==> src/fpsi_params.svh <==
`ifndef FPSI_PARAMS_SVH
`define FPSI_PARAMS_SVH

// Clock and timing
`define FPSI_CLK_HZ          25000000
`define FPSI_BLINK_HZ        1
`define FPSI_BLINK_HALF_CYC  (`FPSI_CLK_HZ / (2 * `FPSI_BLINK_HZ))
`define FPSI_DEBOUNCE_MS     20
`define FPSI_DEBOUNCE_CYC    ((`FPSI_CLK_HZ / 1000) * `FPSI_DEBOUNCE_MS)
`define FPSI_PULSE_MS        1
`define FPSI_PULSE_CYC       ((`FPSI_CLK_HZ / 1000) * `FPSI_PULSE_MS)
`define FPSI_ACT_STRETCH_MS  30
`define FPSI_ACT_STRETCH_CYC ((`FPSI_CLK_HZ / 1000) * `FPSI_ACT_STRETCH_MS)
`define FPSI_ACT_CHOP_BIT    12

// Register byte offsets
`define FPSI_REG_CTRL        32'h0000_0000
`define FPSI_REG_EVENT       32'h0000_0004
`define FPSI_REG_STATUS      32'h0000_0008

// Control register fields
`define FPSI_CTRL_ACPI_BIT   0
`define FPSI_CTRL_SLEEP_EN   1
`define FPSI_CTRL_LOC_REQ    2
`define FPSI_CTRL_REDUND     3
`define FPSI_CTRL_SLP_LSB    4
`define FPSI_CTRL_SLP_MSB    6
`define FPSI_CTRL_SLP_CLR    7
`define FPSI_CTRL_RESET      32'h0000_0000

// Event register fields
`define FPSI_EV_CRIT_THR     0
`define FPSI_EV_ECC          1
`define FPSI_EV_BUS_FATAL    2
`define FPSI_EV_BP_FAULT     3
`define FPSI_EV_CPU_BAD      4
`define FPSI_EV_SAT_CRIT     5
`define FPSI_EV_NC_THR       8
`define FPSI_EV_INTRUSION    9
`define FPSI_EV_SAT_NC       10
`define FPSI_EV_FW_CFG       11
`define FPSI_EV_CPU_DIS      16
`define FPSI_EV_MEM_DIS      17
`define FPSI_EV_PSU_NONRED   18
`define FPSI_EV_RESET        32'h0000_0000

`endif

==> src/fpsi_pkg.sv <==
package fpsi_pkg;

  typedef enum logic [2:0] {
    FPSI_ACPI_S0,
    FPSI_ACPI_S1,
    FPSI_ACPI_S2,
    FPSI_ACPI_S3,
    FPSI_ACPI_S4,
    FPSI_ACPI_S5
  } fpsi_sleep_t;

  typedef enum logic [1:0] {
    FPSI_ST_OFF,
    FPSI_ST_GREEN,
    FPSI_ST_AMBER
  } fpsi_color_t;

  typedef struct packed {
    logic power;
    logic locator;
    logic reset;
    logic nmi;
  } fpsi_buttons_t;

  typedef struct packed {
    logic power_green;
    logic status_green;
    logic status_amber;
    logic disk_act;
    logic locator_front;
    logic locator_rear;
  } fpsi_leds_t;

  typedef struct packed {
    logic power_toggle;
    logic sleep_req;
    logic sys_reset;
    logic nmi;
  } fpsi_reqs_t;

endpackage : fpsi_pkg
==> src/fpsi_front_panel.sv <==
`include "fpsi_params.svh"

// Behaviour
// - Blinks toggle at one hertz, even duty
// - Amber lit forces green off
// - Status colour and blink per system condition
// - ACPI: S0 on, S1-S3 blink, S4/S5 off
// - Legacy: power indicator follows system power, blinks if sleep field not S0
// - Sleep state retained until firmware clears or rst_i resets it
// - Disk flashes on access, dark when off or in S1, S4 or S5
// - Disk activity merges onboard and header inputs
// - Locator blinks on button or remote request
// - Locator press toggles front and rear
// - Power press toggles power or requests sleep
// - Reset press reboots the system
// - NMI press halts and raises NMI
// - Critical thresholds, ECC, fatal bus errors are critical
// - Power control fault is critical
// - Bad processor installation is critical
// - Listed minor events show non-critical
// - Disabled parts or lost redundancy: degraded
// - Front monitor present routes video front
module fpsi_front_panel (
  input  wire logic                   clk_i,
  input  wire logic                   rst_i,
  input  wire logic [31:0]            wb_adr_i,
  input  wire logic [31:0]            wb_dat_i,
  input  wire logic [3:0]             wb_sel_i,
  input  wire logic                   wb_we_i,
  input  wire logic                   wb_cyc_i,
  input  wire logic                   wb_stb_i,
  output logic      [31:0]            wb_dat_o,
  output logic                        wb_ack_o,
  input  wire fpsi_pkg::fpsi_buttons_t btn_n_i,
  input  wire logic                   sys_power_on_i,
  input  wire logic                   pwr_off_req_i,
  input  wire logic                   post_active_i,
  input  wire logic [1:0]             disk_act_onboard_i,
  input  wire logic                   disk_act_header_i,
  input  wire logic                   front_monitor_i,
  output fpsi_pkg::fpsi_leds_t         leds_o,
  output fpsi_pkg::fpsi_reqs_t         reqs_o,
  output logic                        video_front_en_o,
  output logic                        video_rear_en_o
);

  localparam int BLINK_HALF = `FPSI_BLINK_HALF_CYC;
  localparam int DEB_CYC    = `FPSI_DEBOUNCE_CYC;
  localparam int PULSE_CYC  = `FPSI_PULSE_CYC;
  localparam int ACT_CYC    = `FPSI_ACT_STRETCH_CYC;

  function automatic logic sel_hit(input logic [31:0] adr, input logic [31:0] off);
    sel_hit = (adr[7:2] == off[7:2]) && (adr[31:8] == 24'h000000);
  endfunction : sel_hit

  function automatic logic [31:0] merge_bytes(input logic [31:0] old_v, input logic [31:0] new_v,
                                              input logic [3:0] sel);
    logic [31:0] r;
    r = old_v;
    for (int b = 0; b < 4; b++) begin
      if (sel[b]) begin
        r[b*8 +: 8] = new_v[b*8 +: 8];
      end
    end
    merge_bytes = r;
  endfunction : merge_bytes

  ////////////////////////////////////////////////////////////////////////////
  // Wishbone slave
  logic [31:0] ctrl_q;
  logic [31:0] event_q;
  logic        wb_req;
  logic        wr_ctrl;
  logic        wr_event;
  logic        hit_ctrl;
  logic        hit_event;
  logic        hit_status;
  logic        fault_q;
  logic        slp_clr;
  logic        locator_q;
  logic        locator_rear_q;

  // Address decode shared by reads and writes
  always_comb begin
    hit_ctrl   = 1'b0;
    hit_event  = 1'b0;
    hit_status = 1'b0;
    if (sel_hit(wb_adr_i, `FPSI_REG_CTRL)) begin
      hit_ctrl = 1'b1;
    end else if (sel_hit(wb_adr_i, `FPSI_REG_EVENT)) begin
      hit_event = 1'b1;
    end else if (sel_hit(wb_adr_i, `FPSI_REG_STATUS)) begin
      hit_status = 1'b1;
    end
  end

  assign wb_req   = wb_cyc_i && wb_stb_i && !wb_ack_o;
  assign wr_ctrl  = wb_req && wb_we_i && hit_ctrl;
  assign wr_event = wb_req && wb_we_i && hit_event;
  assign slp_clr  = wr_ctrl && wb_sel_i[0] && wb_dat_i[`FPSI_CTRL_SLP_CLR];

  always_ff @(posedge clk_i) begin
    if (rst_i) begin
      wb_ack_o <= 1'b0;
    end else begin
      wb_ack_o <= wb_req;
    end
  end

  always_ff @(posedge clk_i) begin
    if (rst_i) begin
      wb_dat_o <= 32'h0000_0000;
    end else if (wb_req && !wb_we_i) begin
      if (hit_ctrl) begin
        wb_dat_o <= {24'h000000, 1'b0, ctrl_q[6:0]};
      end else if (hit_event) begin
        wb_dat_o <= event_q;
      end else if (hit_status) begin
        wb_dat_o <= {24'h000000, fault_q, locator_rear_q, locator_q, front_monitor_i,
                     post_active_i, sys_power_on_i, leds_o.status_amber, leds_o.status_green};
      end else begin
        wb_dat_o <= 32'h0000_0000;
      end
    end
  end

  // Sleep field survives system power loss; cleared only by firmware or rst_i
  always_ff @(posedge clk_i) begin
    if (rst_i) begin
      ctrl_q <= `FPSI_CTRL_RESET;
    end else if (slp_clr) begin
      ctrl_q <= merge_bytes(ctrl_q, wb_dat_i, wb_sel_i) & 32'h0000_000F;
    end else if (wr_ctrl) begin
      ctrl_q <= merge_bytes(ctrl_q, wb_dat_i, wb_sel_i) & 32'h0000_007F;
    end
  end

  always_ff @(posedge clk_i) begin
    if (rst_i) begin
      event_q <= `FPSI_EV_RESET;
    end else if (wr_event) begin
      event_q <= merge_bytes(event_q, wb_dat_i, wb_sel_i);
    end
  end

  ////////////////////////////////////////////////////////////////////////////
  // Shared blink divider
  logic [23:0] blink_cnt_q;
  logic        blink_q;

  always_ff @(posedge clk_i) begin
    if (rst_i) begin
      blink_cnt_q <= 24'h000000;
      blink_q     <= 1'b0;
    end else if (blink_cnt_q == 24'(BLINK_HALF - 1)) begin
      blink_cnt_q <= 24'h000000;
      blink_q     <= ~blink_q;
    end else begin
      blink_cnt_q <= blink_cnt_q + 24'h000001;
    end
  end

  ////////////////////////////////////////////////////////////////////////////
  // Button synchronise and debounce
  logic [3:0]  sync1_q;
  logic [3:0]  sync2_q;
  logic [3:0]  stable_q;
  logic [3:0]  press;
  logic [19:0] deb_cnt_q [4];

  always_ff @(posedge clk_i) begin
    if (rst_i) begin
      sync1_q <= 4'hF;
      sync2_q <= 4'hF;
    end else begin
      sync1_q <= btn_n_i;
      sync2_q <= sync1_q;
    end
  end

  always_ff @(posedge clk_i) begin
    if (rst_i) begin
      stable_q <= 4'hF;
      for (int i = 0; i < 4; i++) begin
        deb_cnt_q[i] <= 20'h00000;
      end
    end else begin
      for (int i = 0; i < 4; i++) begin
        if (sync2_q[i] == stable_q[i]) begin
          deb_cnt_q[i] <= 20'h00000;
        end else if (deb_cnt_q[i] == 20'(DEB_CYC - 1)) begin
          deb_cnt_q[i] <= 20'h00000;
          stable_q[i]  <= sync2_q[i];
        end else begin
          deb_cnt_q[i] <= deb_cnt_q[i] + 20'h00001;
        end
      end
    end
  end

  // One press per falling edge of the debounced level
  always_comb begin
    for (int i = 0; i < 4; i++) begin
      press[i] = stable_q[i] && (deb_cnt_q[i] == 20'(DEB_CYC - 1)) && !sync2_q[i];
    end
  end

  ////////////////////////////////////////////////////////////////////////////
  // Button requests as stretched pulses
  logic [15:0] pulse_cnt_q;
  fpsi_pkg::fpsi_reqs_t req_hold_q;
  logic        acpi_sleep_en;

  assign acpi_sleep_en = ctrl_q[`FPSI_CTRL_ACPI_BIT] && ctrl_q[`FPSI_CTRL_SLEEP_EN];

  always_ff @(posedge clk_i) begin
    if (rst_i) begin
      req_hold_q  <= '0;
      pulse_cnt_q <= 16'h0000;
    end else if (|press[3:2] || press[1] || press[0]) begin
      req_hold_q.power_toggle <= press[3] && !acpi_sleep_en;
      req_hold_q.sleep_req    <= press[3] && acpi_sleep_en;
      req_hold_q.sys_reset    <= press[1];
      req_hold_q.nmi          <= press[0];
      pulse_cnt_q             <= 16'(PULSE_CYC - 1);
    end else if (pulse_cnt_q != 16'h0000) begin
      pulse_cnt_q <= pulse_cnt_q - 16'h0001;
    end else begin
      req_hold_q <= '0;
    end
  end

  assign reqs_o = req_hold_q;

  ////////////////////////////////////////////////////////////////////////////
  // Locator
  always_ff @(posedge clk_i) begin
    if (rst_i) begin
      locator_q <= 1'b0;
    end else if (press[2]) begin
      locator_q <= ~locator_q;
    end
  end

  // Rear indicator keeps its own state, toggled by the same press
  always_ff @(posedge clk_i) begin
    if (rst_i) begin
      locator_rear_q <= 1'b0;
    end else if (press[2]) begin
      locator_rear_q <= ~locator_rear_q;
    end
  end

  ////////////////////////////////////////////////////////////////////////////
  // Status condition
  logic crit;
  logic noncrit;
  logic degraded;
  logic off_req_q;

  // Power-off request one cycle late, to spot power left on
  always_ff @(posedge clk_i) begin
    if (rst_i) begin
      off_req_q <= 1'b0;
    end else begin
      off_req_q <= pwr_off_req_i;
    end
  end

  // Power stays on after power-off request is dropped
  always_ff @(posedge clk_i) begin
    if (rst_i) begin
      fault_q <= 1'b0;
    end else if (pwr_off_req_i) begin
      fault_q <= 1'b0;
    end else if (off_req_q && sys_power_on_i) begin
      fault_q <= 1'b1;
    end
  end

  assign crit = event_q[`FPSI_EV_CRIT_THR] || event_q[`FPSI_EV_ECC] ||
                event_q[`FPSI_EV_BUS_FATAL] || event_q[`FPSI_EV_BP_FAULT] ||
                event_q[`FPSI_EV_CPU_BAD] || event_q[`FPSI_EV_SAT_CRIT] || fault_q;
  assign noncrit = event_q[`FPSI_EV_NC_THR] || event_q[`FPSI_EV_INTRUSION] ||
                   event_q[`FPSI_EV_SAT_NC] || event_q[`FPSI_EV_FW_CFG];
  assign degraded = event_q[`FPSI_EV_CPU_DIS] || event_q[`FPSI_EV_MEM_DIS] ||
                    (event_q[`FPSI_EV_PSU_NONRED] && ctrl_q[`FPSI_CTRL_REDUND]);

  ////////////////////////////////////////////////////////////////////////////
  // Disk activity stretch
  logic [19:0] act_cnt_q;
  logic        disk_any;
  fpsi_pkg::fpsi_sleep_t slp;

  assign slp      = fpsi_pkg::fpsi_sleep_t'(ctrl_q[`FPSI_CTRL_SLP_MSB:`FPSI_CTRL_SLP_LSB]);
  assign disk_any = |disk_act_onboard_i || disk_act_header_i;

  always_ff @(posedge clk_i) begin
    if (rst_i) begin
      act_cnt_q <= 20'h00000;
    end else if (disk_any) begin
      act_cnt_q <= 20'(ACT_CYC - 1);
    end else if (act_cnt_q != 20'h00000) begin
      act_cnt_q <= act_cnt_q - 20'h00001;
    end
  end

  ////////////////////////////////////////////////////////////////////////////
  // Indicator outputs
  logic pwr_led;
  logic amber;
  logic green;
  logic disk_dark;

  always_comb begin
    pwr_led = 1'b0;
    if (ctrl_q[`FPSI_CTRL_ACPI_BIT]) begin
      case (slp)
        fpsi_pkg::FPSI_ACPI_S0: pwr_led = sys_power_on_i;
        fpsi_pkg::FPSI_ACPI_S1,
        fpsi_pkg::FPSI_ACPI_S2,
        fpsi_pkg::FPSI_ACPI_S3: pwr_led = blink_q;
        default:                pwr_led = 1'b0;
      endcase
    end else if (slp != fpsi_pkg::FPSI_ACPI_S0 && sys_power_on_i) begin
      pwr_led = blink_q;
    end else begin
      pwr_led = sys_power_on_i;
    end
  end

  always_comb begin
    amber = 1'b0;
    green = 1'b0;
    if (!sys_power_on_i || post_active_i) begin
      amber = 1'b0;
    end else if (crit) begin
      amber = 1'b1;
    end else if (noncrit) begin
      amber = blink_q;
    end else if (degraded) begin
      green = blink_q;
    end else begin
      green = 1'b1;
    end
  end

  assign disk_dark = !sys_power_on_i || (slp == fpsi_pkg::FPSI_ACPI_S1) ||
                     (slp == fpsi_pkg::FPSI_ACPI_S4) || (slp == fpsi_pkg::FPSI_ACPI_S5);

  always_ff @(posedge clk_i) begin
    if (rst_i) begin
      leds_o <= '0;
    end else begin
      leds_o.power_green   <= pwr_led;
      leds_o.status_amber  <= amber;
      leds_o.status_green  <= green && !amber && !(crit || noncrit);
      leds_o.disk_act      <= (act_cnt_q != 20'h00000) && blink_cnt_q[`FPSI_ACT_CHOP_BIT] && !disk_dark;
      leds_o.locator_front <= (locator_q || ctrl_q[`FPSI_CTRL_LOC_REQ]) && blink_q;
      leds_o.locator_rear  <= (locator_rear_q || ctrl_q[`FPSI_CTRL_LOC_REQ]) && blink_q;
    end
  end

  ////////////////////////////////////////////////////////////////////////////
  // Video routing
  always_ff @(posedge clk_i) begin
    if (rst_i) begin
      video_front_en_o <= 1'b0;
      video_rear_en_o  <= 1'b1;
    end else begin
      video_front_en_o <= front_monitor_i;
      video_rear_en_o  <= !front_monitor_i;
    end
  end

endmodule : fpsi_front_panel

==> config.mk <==
export PLATFORM = sky130hd
export DESIGN_NAME = fpsi_front_panel
export DESIGN_NICKNAME = d
export VERILOG_FILES = /design/src/fpsi_pkg.sv /design/src/fpsi_front_panel.sv
export VERILOG_INCLUDE_DIRS = /design/src
export SDC_FILE = /design/constraint.sdc
export NUM_CORES = 1
export LEC_CHECK = 0
export ABC_AREA = 0
export BUFFER_PORTS_ARGS = -buffer_cell sky130_fd_sc_hd__buf_4
export CAP_MARGIN = 20
export CORE_MARGIN = 3
export CORE_UTILIZATION = 45
export CTS_BUF_LIST = sky130_fd_sc_hd__clkbuf_4
export DETAILED_ROUTE_END_ITERATION = 16
export GPL_ROUTABILITY_DRIVEN = 0
export GPL_TIMING_DRIVEN = 0
export RECOVER_POWER = 50
export SLEW_MARGIN = 15
export SYNTH_ARGS = -nofsm -noshare
export SYNTH_HDL_FRONTEND = slang
export SYNTH_SLANG_ARGS = --single-unit
==> constraint.sdc <==
create_clock -name clk_i -period 3.1 [get_ports clk_i]
set_clock_uncertainty 0.15 [all_clocks]
set_input_delay 0.62 -clock clk_i [delete_from_list [all_inputs] [get_ports clk_i]]
set_output_delay 0.62 -clock clk_i [all_outputs]
set_load 0.02 [all_outputs]
==> flow_summary.json <==
{
  "cts_made_buffers": 68,
  "start_util_pct": 46.64,
  "final_cell_mix": "222 x nor2_1, 161 x dfxtp_1, 102 x clkbuf_4",
  "clkTransAtPathRegs_ns": 0.07,
  "cp_common_cell": "clkbuf_1",
  "synth_warnings": 0,
  "crit_start": "act_cnt_q[12]",
  "critPathKind": "reg -> reg",
  "timing.rr.end": "act_cnt_q[1]",
  "grt_use_total_pct": 20.54,
  "grt_max_degree": 11,
  "ir_drop_mv": 0.2676,
  "postSynthAreaPerCell_sq_um": 9.607,
  "grt_pass1_wl_mm": 44.77,
  "outcome": "finished, final reports clean",
  "r2r_start": "act_cnt_q[12]",
  "critical_path_peak_fanout": 9,
  "r2r_setup_slack_ns": 0.38,
  "hp-class": "in -> reg",
  "ys.flop_type": "dfxtp_1",
  "antenna_found_initial": 1,
  "period_share_pct": 87.84,
  "wl_per_cell_um": 14.74,
  "p_leak_nw": 4.954,
  "num_io_pins": 129,
  "port-buffer-count": 124,
  "synth_top_cell_by_area": "dfxtp_1",
  "postCtsSetupBuffers": 0,
  "cts_tree": "done",
  "clock_latency_ns": 0.67,
  "synthDistinctLibCells": 57,
  "synth.top_cell.area_share_pct": 28.92,
  "hp-start": "wb_dat_i[24]",
  "drc_errors": 0,
  "fmax_mhz": 367.2,
  "powerDensity_mw_per_mm2": 549.9,
  "drt-initial-drc-count": 533,
  "end_kind": "flop",
  "clockBufferDepth": 3,
  "clock_sinks": 241,
  "layout_commonest_cell": "nor2_1",
  "worst_pin_slew_ns": 1.292,
  "finalSetupViolations": 0,
  "worst_slack_ns": 0.3770,
  "synth_area_sq_mm": 0.01114,
  "startpoint_type": "flop",
  "cts-root-buf": "clkbuf_4",
  "postRouteAntennaNets": 0,
  "synth-edff-count": 80,
  "relSlewSlack_pct": 13.18,
  "seq_area_frac_synth_pct": 50.48,
  "synth_seq_cells": 241,
  "htreeDepth": 3,
  "critPathArrivalTime_ns": 3.16,
  "layout_min_cycle_time_ns": 2.723,
  "num_vias": 9230,
  "core_area_sq_mm": 0.02389,
  "reg2reg_depth": 7,
  "drive_gt1_share_pct": 14.36,
  "synth-async-reset-ratio_pct": 0,
  "avgViaCountPerCell": 5.060,
  "drt-total-wl_mm": 26.88,
  "die_y_um": 163.4,
  "slew_violations": 0,
  "place_ws_ns": -0.07001,
  "rsz0062_at_grt": "false",
  "fin_hold_ws_ns": 0.04830,
  "cap_violations": 0,
  "required_ns": 3.53,
  "synthToLayoutAreaGrowth_pct": 23.04,
  "fp-row-count": 56,
  "first_pass_iters": 8,
  "dp_hpwl_mm": 19.38,
  "finalHoldViolations": 0,
  "path_cells": "or4_1 > clkbuf_1 > or4b_1 > clkbuf_1 > nor2_8 > mux2_2 > a21oi_1",
  "slowest_delay_ns": 0.53,
  "floorplan.die.width_um": 163.4,
  "synth.area.top_cells": "dfxtp_1 29%, edfxtp_1 22%, nor2_1 7.5%",
  "overflow": 0,
  "final_nets": 1546,
  "die_area_sq_mm": 0.02669,
  "crit_path_top_delay_cell": "or4b_1",
  "grt_pass1_vias": 9279,
  "syn_inst": 1160,
  "endpoint": "act_cnt_q[1]"
}
## sequential cells by signal, summed over array words and instances, names as in the netlist
signal and cells:
video_rear_en_o 1, locator_q 1, pulse_cnt_q 16, fault_q 1, deb_cnt_q 80, locator_rear_q 1, wb_dat_o 32, wb_ack_o 1
blink_q 1, act_cnt_q 20, off_req_q 1, reqs_o 4, sync1_q 4, leds_o 6, ctrl_q 7, sync2_q 4
event_q 32, blink_cnt_q 24, stable_q 4, video_front_en_o 1
## power breakdown
group,total (W),internal (W),switching [W]
registers,0.00352,0.00339,0.000128
clock network,0.00317,0.00182,0.00135
logic,0.000845,0.000368,0.000478
## area by class of cell
cell class              instances  area [sq um]
fillers                      2263         10180
flip-flops and latches        241          5625
multi-input cells             930          5514
repair buffers                144         962.2
clock buffers                 101         758.2
well taps                     319         399.1
clock inverters                20         188.9
plain buffers                  42         163.9
inverters                      26         97.59
diodes                          1         2.502
## synthesized netlist by cell type (all sizes together), types with 14 or more instances
library cell and number:
edfxtp 80, nor4 36, dfxtp 161, clkbuf 34, o21ai 27, or2 14, nor2 223, nand3 55
xor2 61, inv 25, mux2i 42, nand4 42, nor3 37, nand2 66, a22oi 24, a21oi 32
xnor2 65
## logic make-up (layout without fill, tap and decap cells)
family / Yosys count / in the layout / share of synthesized area (%)
fa+ha+maj: 9 / 9 / 1.010
mux: 43 / 43 / 3.873
flops: 241 / 241 / 50.48
xor+xnor: 126 / 126 / 9.902
simple gates: 561 / 561 / 25.93
compound gates: 111 / 111 / 6.377
other cells: 1 / 81 / 0.03365
buf+inv: 68 / 333 / 2.391
## how the worst min path moves through the flow
| stage | end | slack (ns) | cells past startpoint |
|---|---|---|---|
| global placement | sync2_q[1] | 0.25 | 1 |
| floorplan | sync2_q[0] | 0.24 | 1 |
| detailed placement | sync2_q[1] | 0.25 | 1 |
| CTS | event_q[31] | 0.002 | 3 |
| finish | event_q[24] | 0.05 | 3 |
| global route | event_q[20] | 0.02 | 3 |
## critical path: cells and delay by family (launching register included)
family | cells | cell delay [ns]
DFF | 1 | 0.34
muxes | 1 | 0.34
and+or+nand+nor | 3 | 1.25
AOI/OAI and AO/OA | 1 | 0.13
buffers and inverters | 2 | 0.44
## per-stage QoR
step | instance area, sq um | total power (W) | util, % | cells | TNS [ns]
floorplan | 11440 | 0.004153 | - | 1239 | 0
global placement | 12770 | 0.004400 | 53.45 | 1682 | -0.8253
detailed placement | 12770 | 0.004411 | 53.45 | 1682 | -0.6965
CTS | 13920 | 0.007644 | 58.25 | 1823 | 0
global route | 13710 | 0.007952 | 57.39 | 1824 | 0
finish | 13710 | 0.007540 | 57.39 | 1824 | 0
## what timing repair did
action                     4_1_cts  5_1_grt
hold endpoints to repair        22        0
hold buffers                    20        0
gates resized for setup          0        0
setup endpoints to repair        0        0
## routing by layer
layer | track usage, % | routed length (um) | share of wire, % | vias up
li1 | - | - | - | 4697
met1 | 24.81 | 11630 | 43 | 4244
met2 | 34.37 | 12550 | 47 | 243
met3 | 7.025 | 2158 | 8.0 | 46
met4 | 6.920 | 547 | 2.0 | 0
met5 | 0 | 0 | 0 | -
Power figures use the tool's default switching activity.
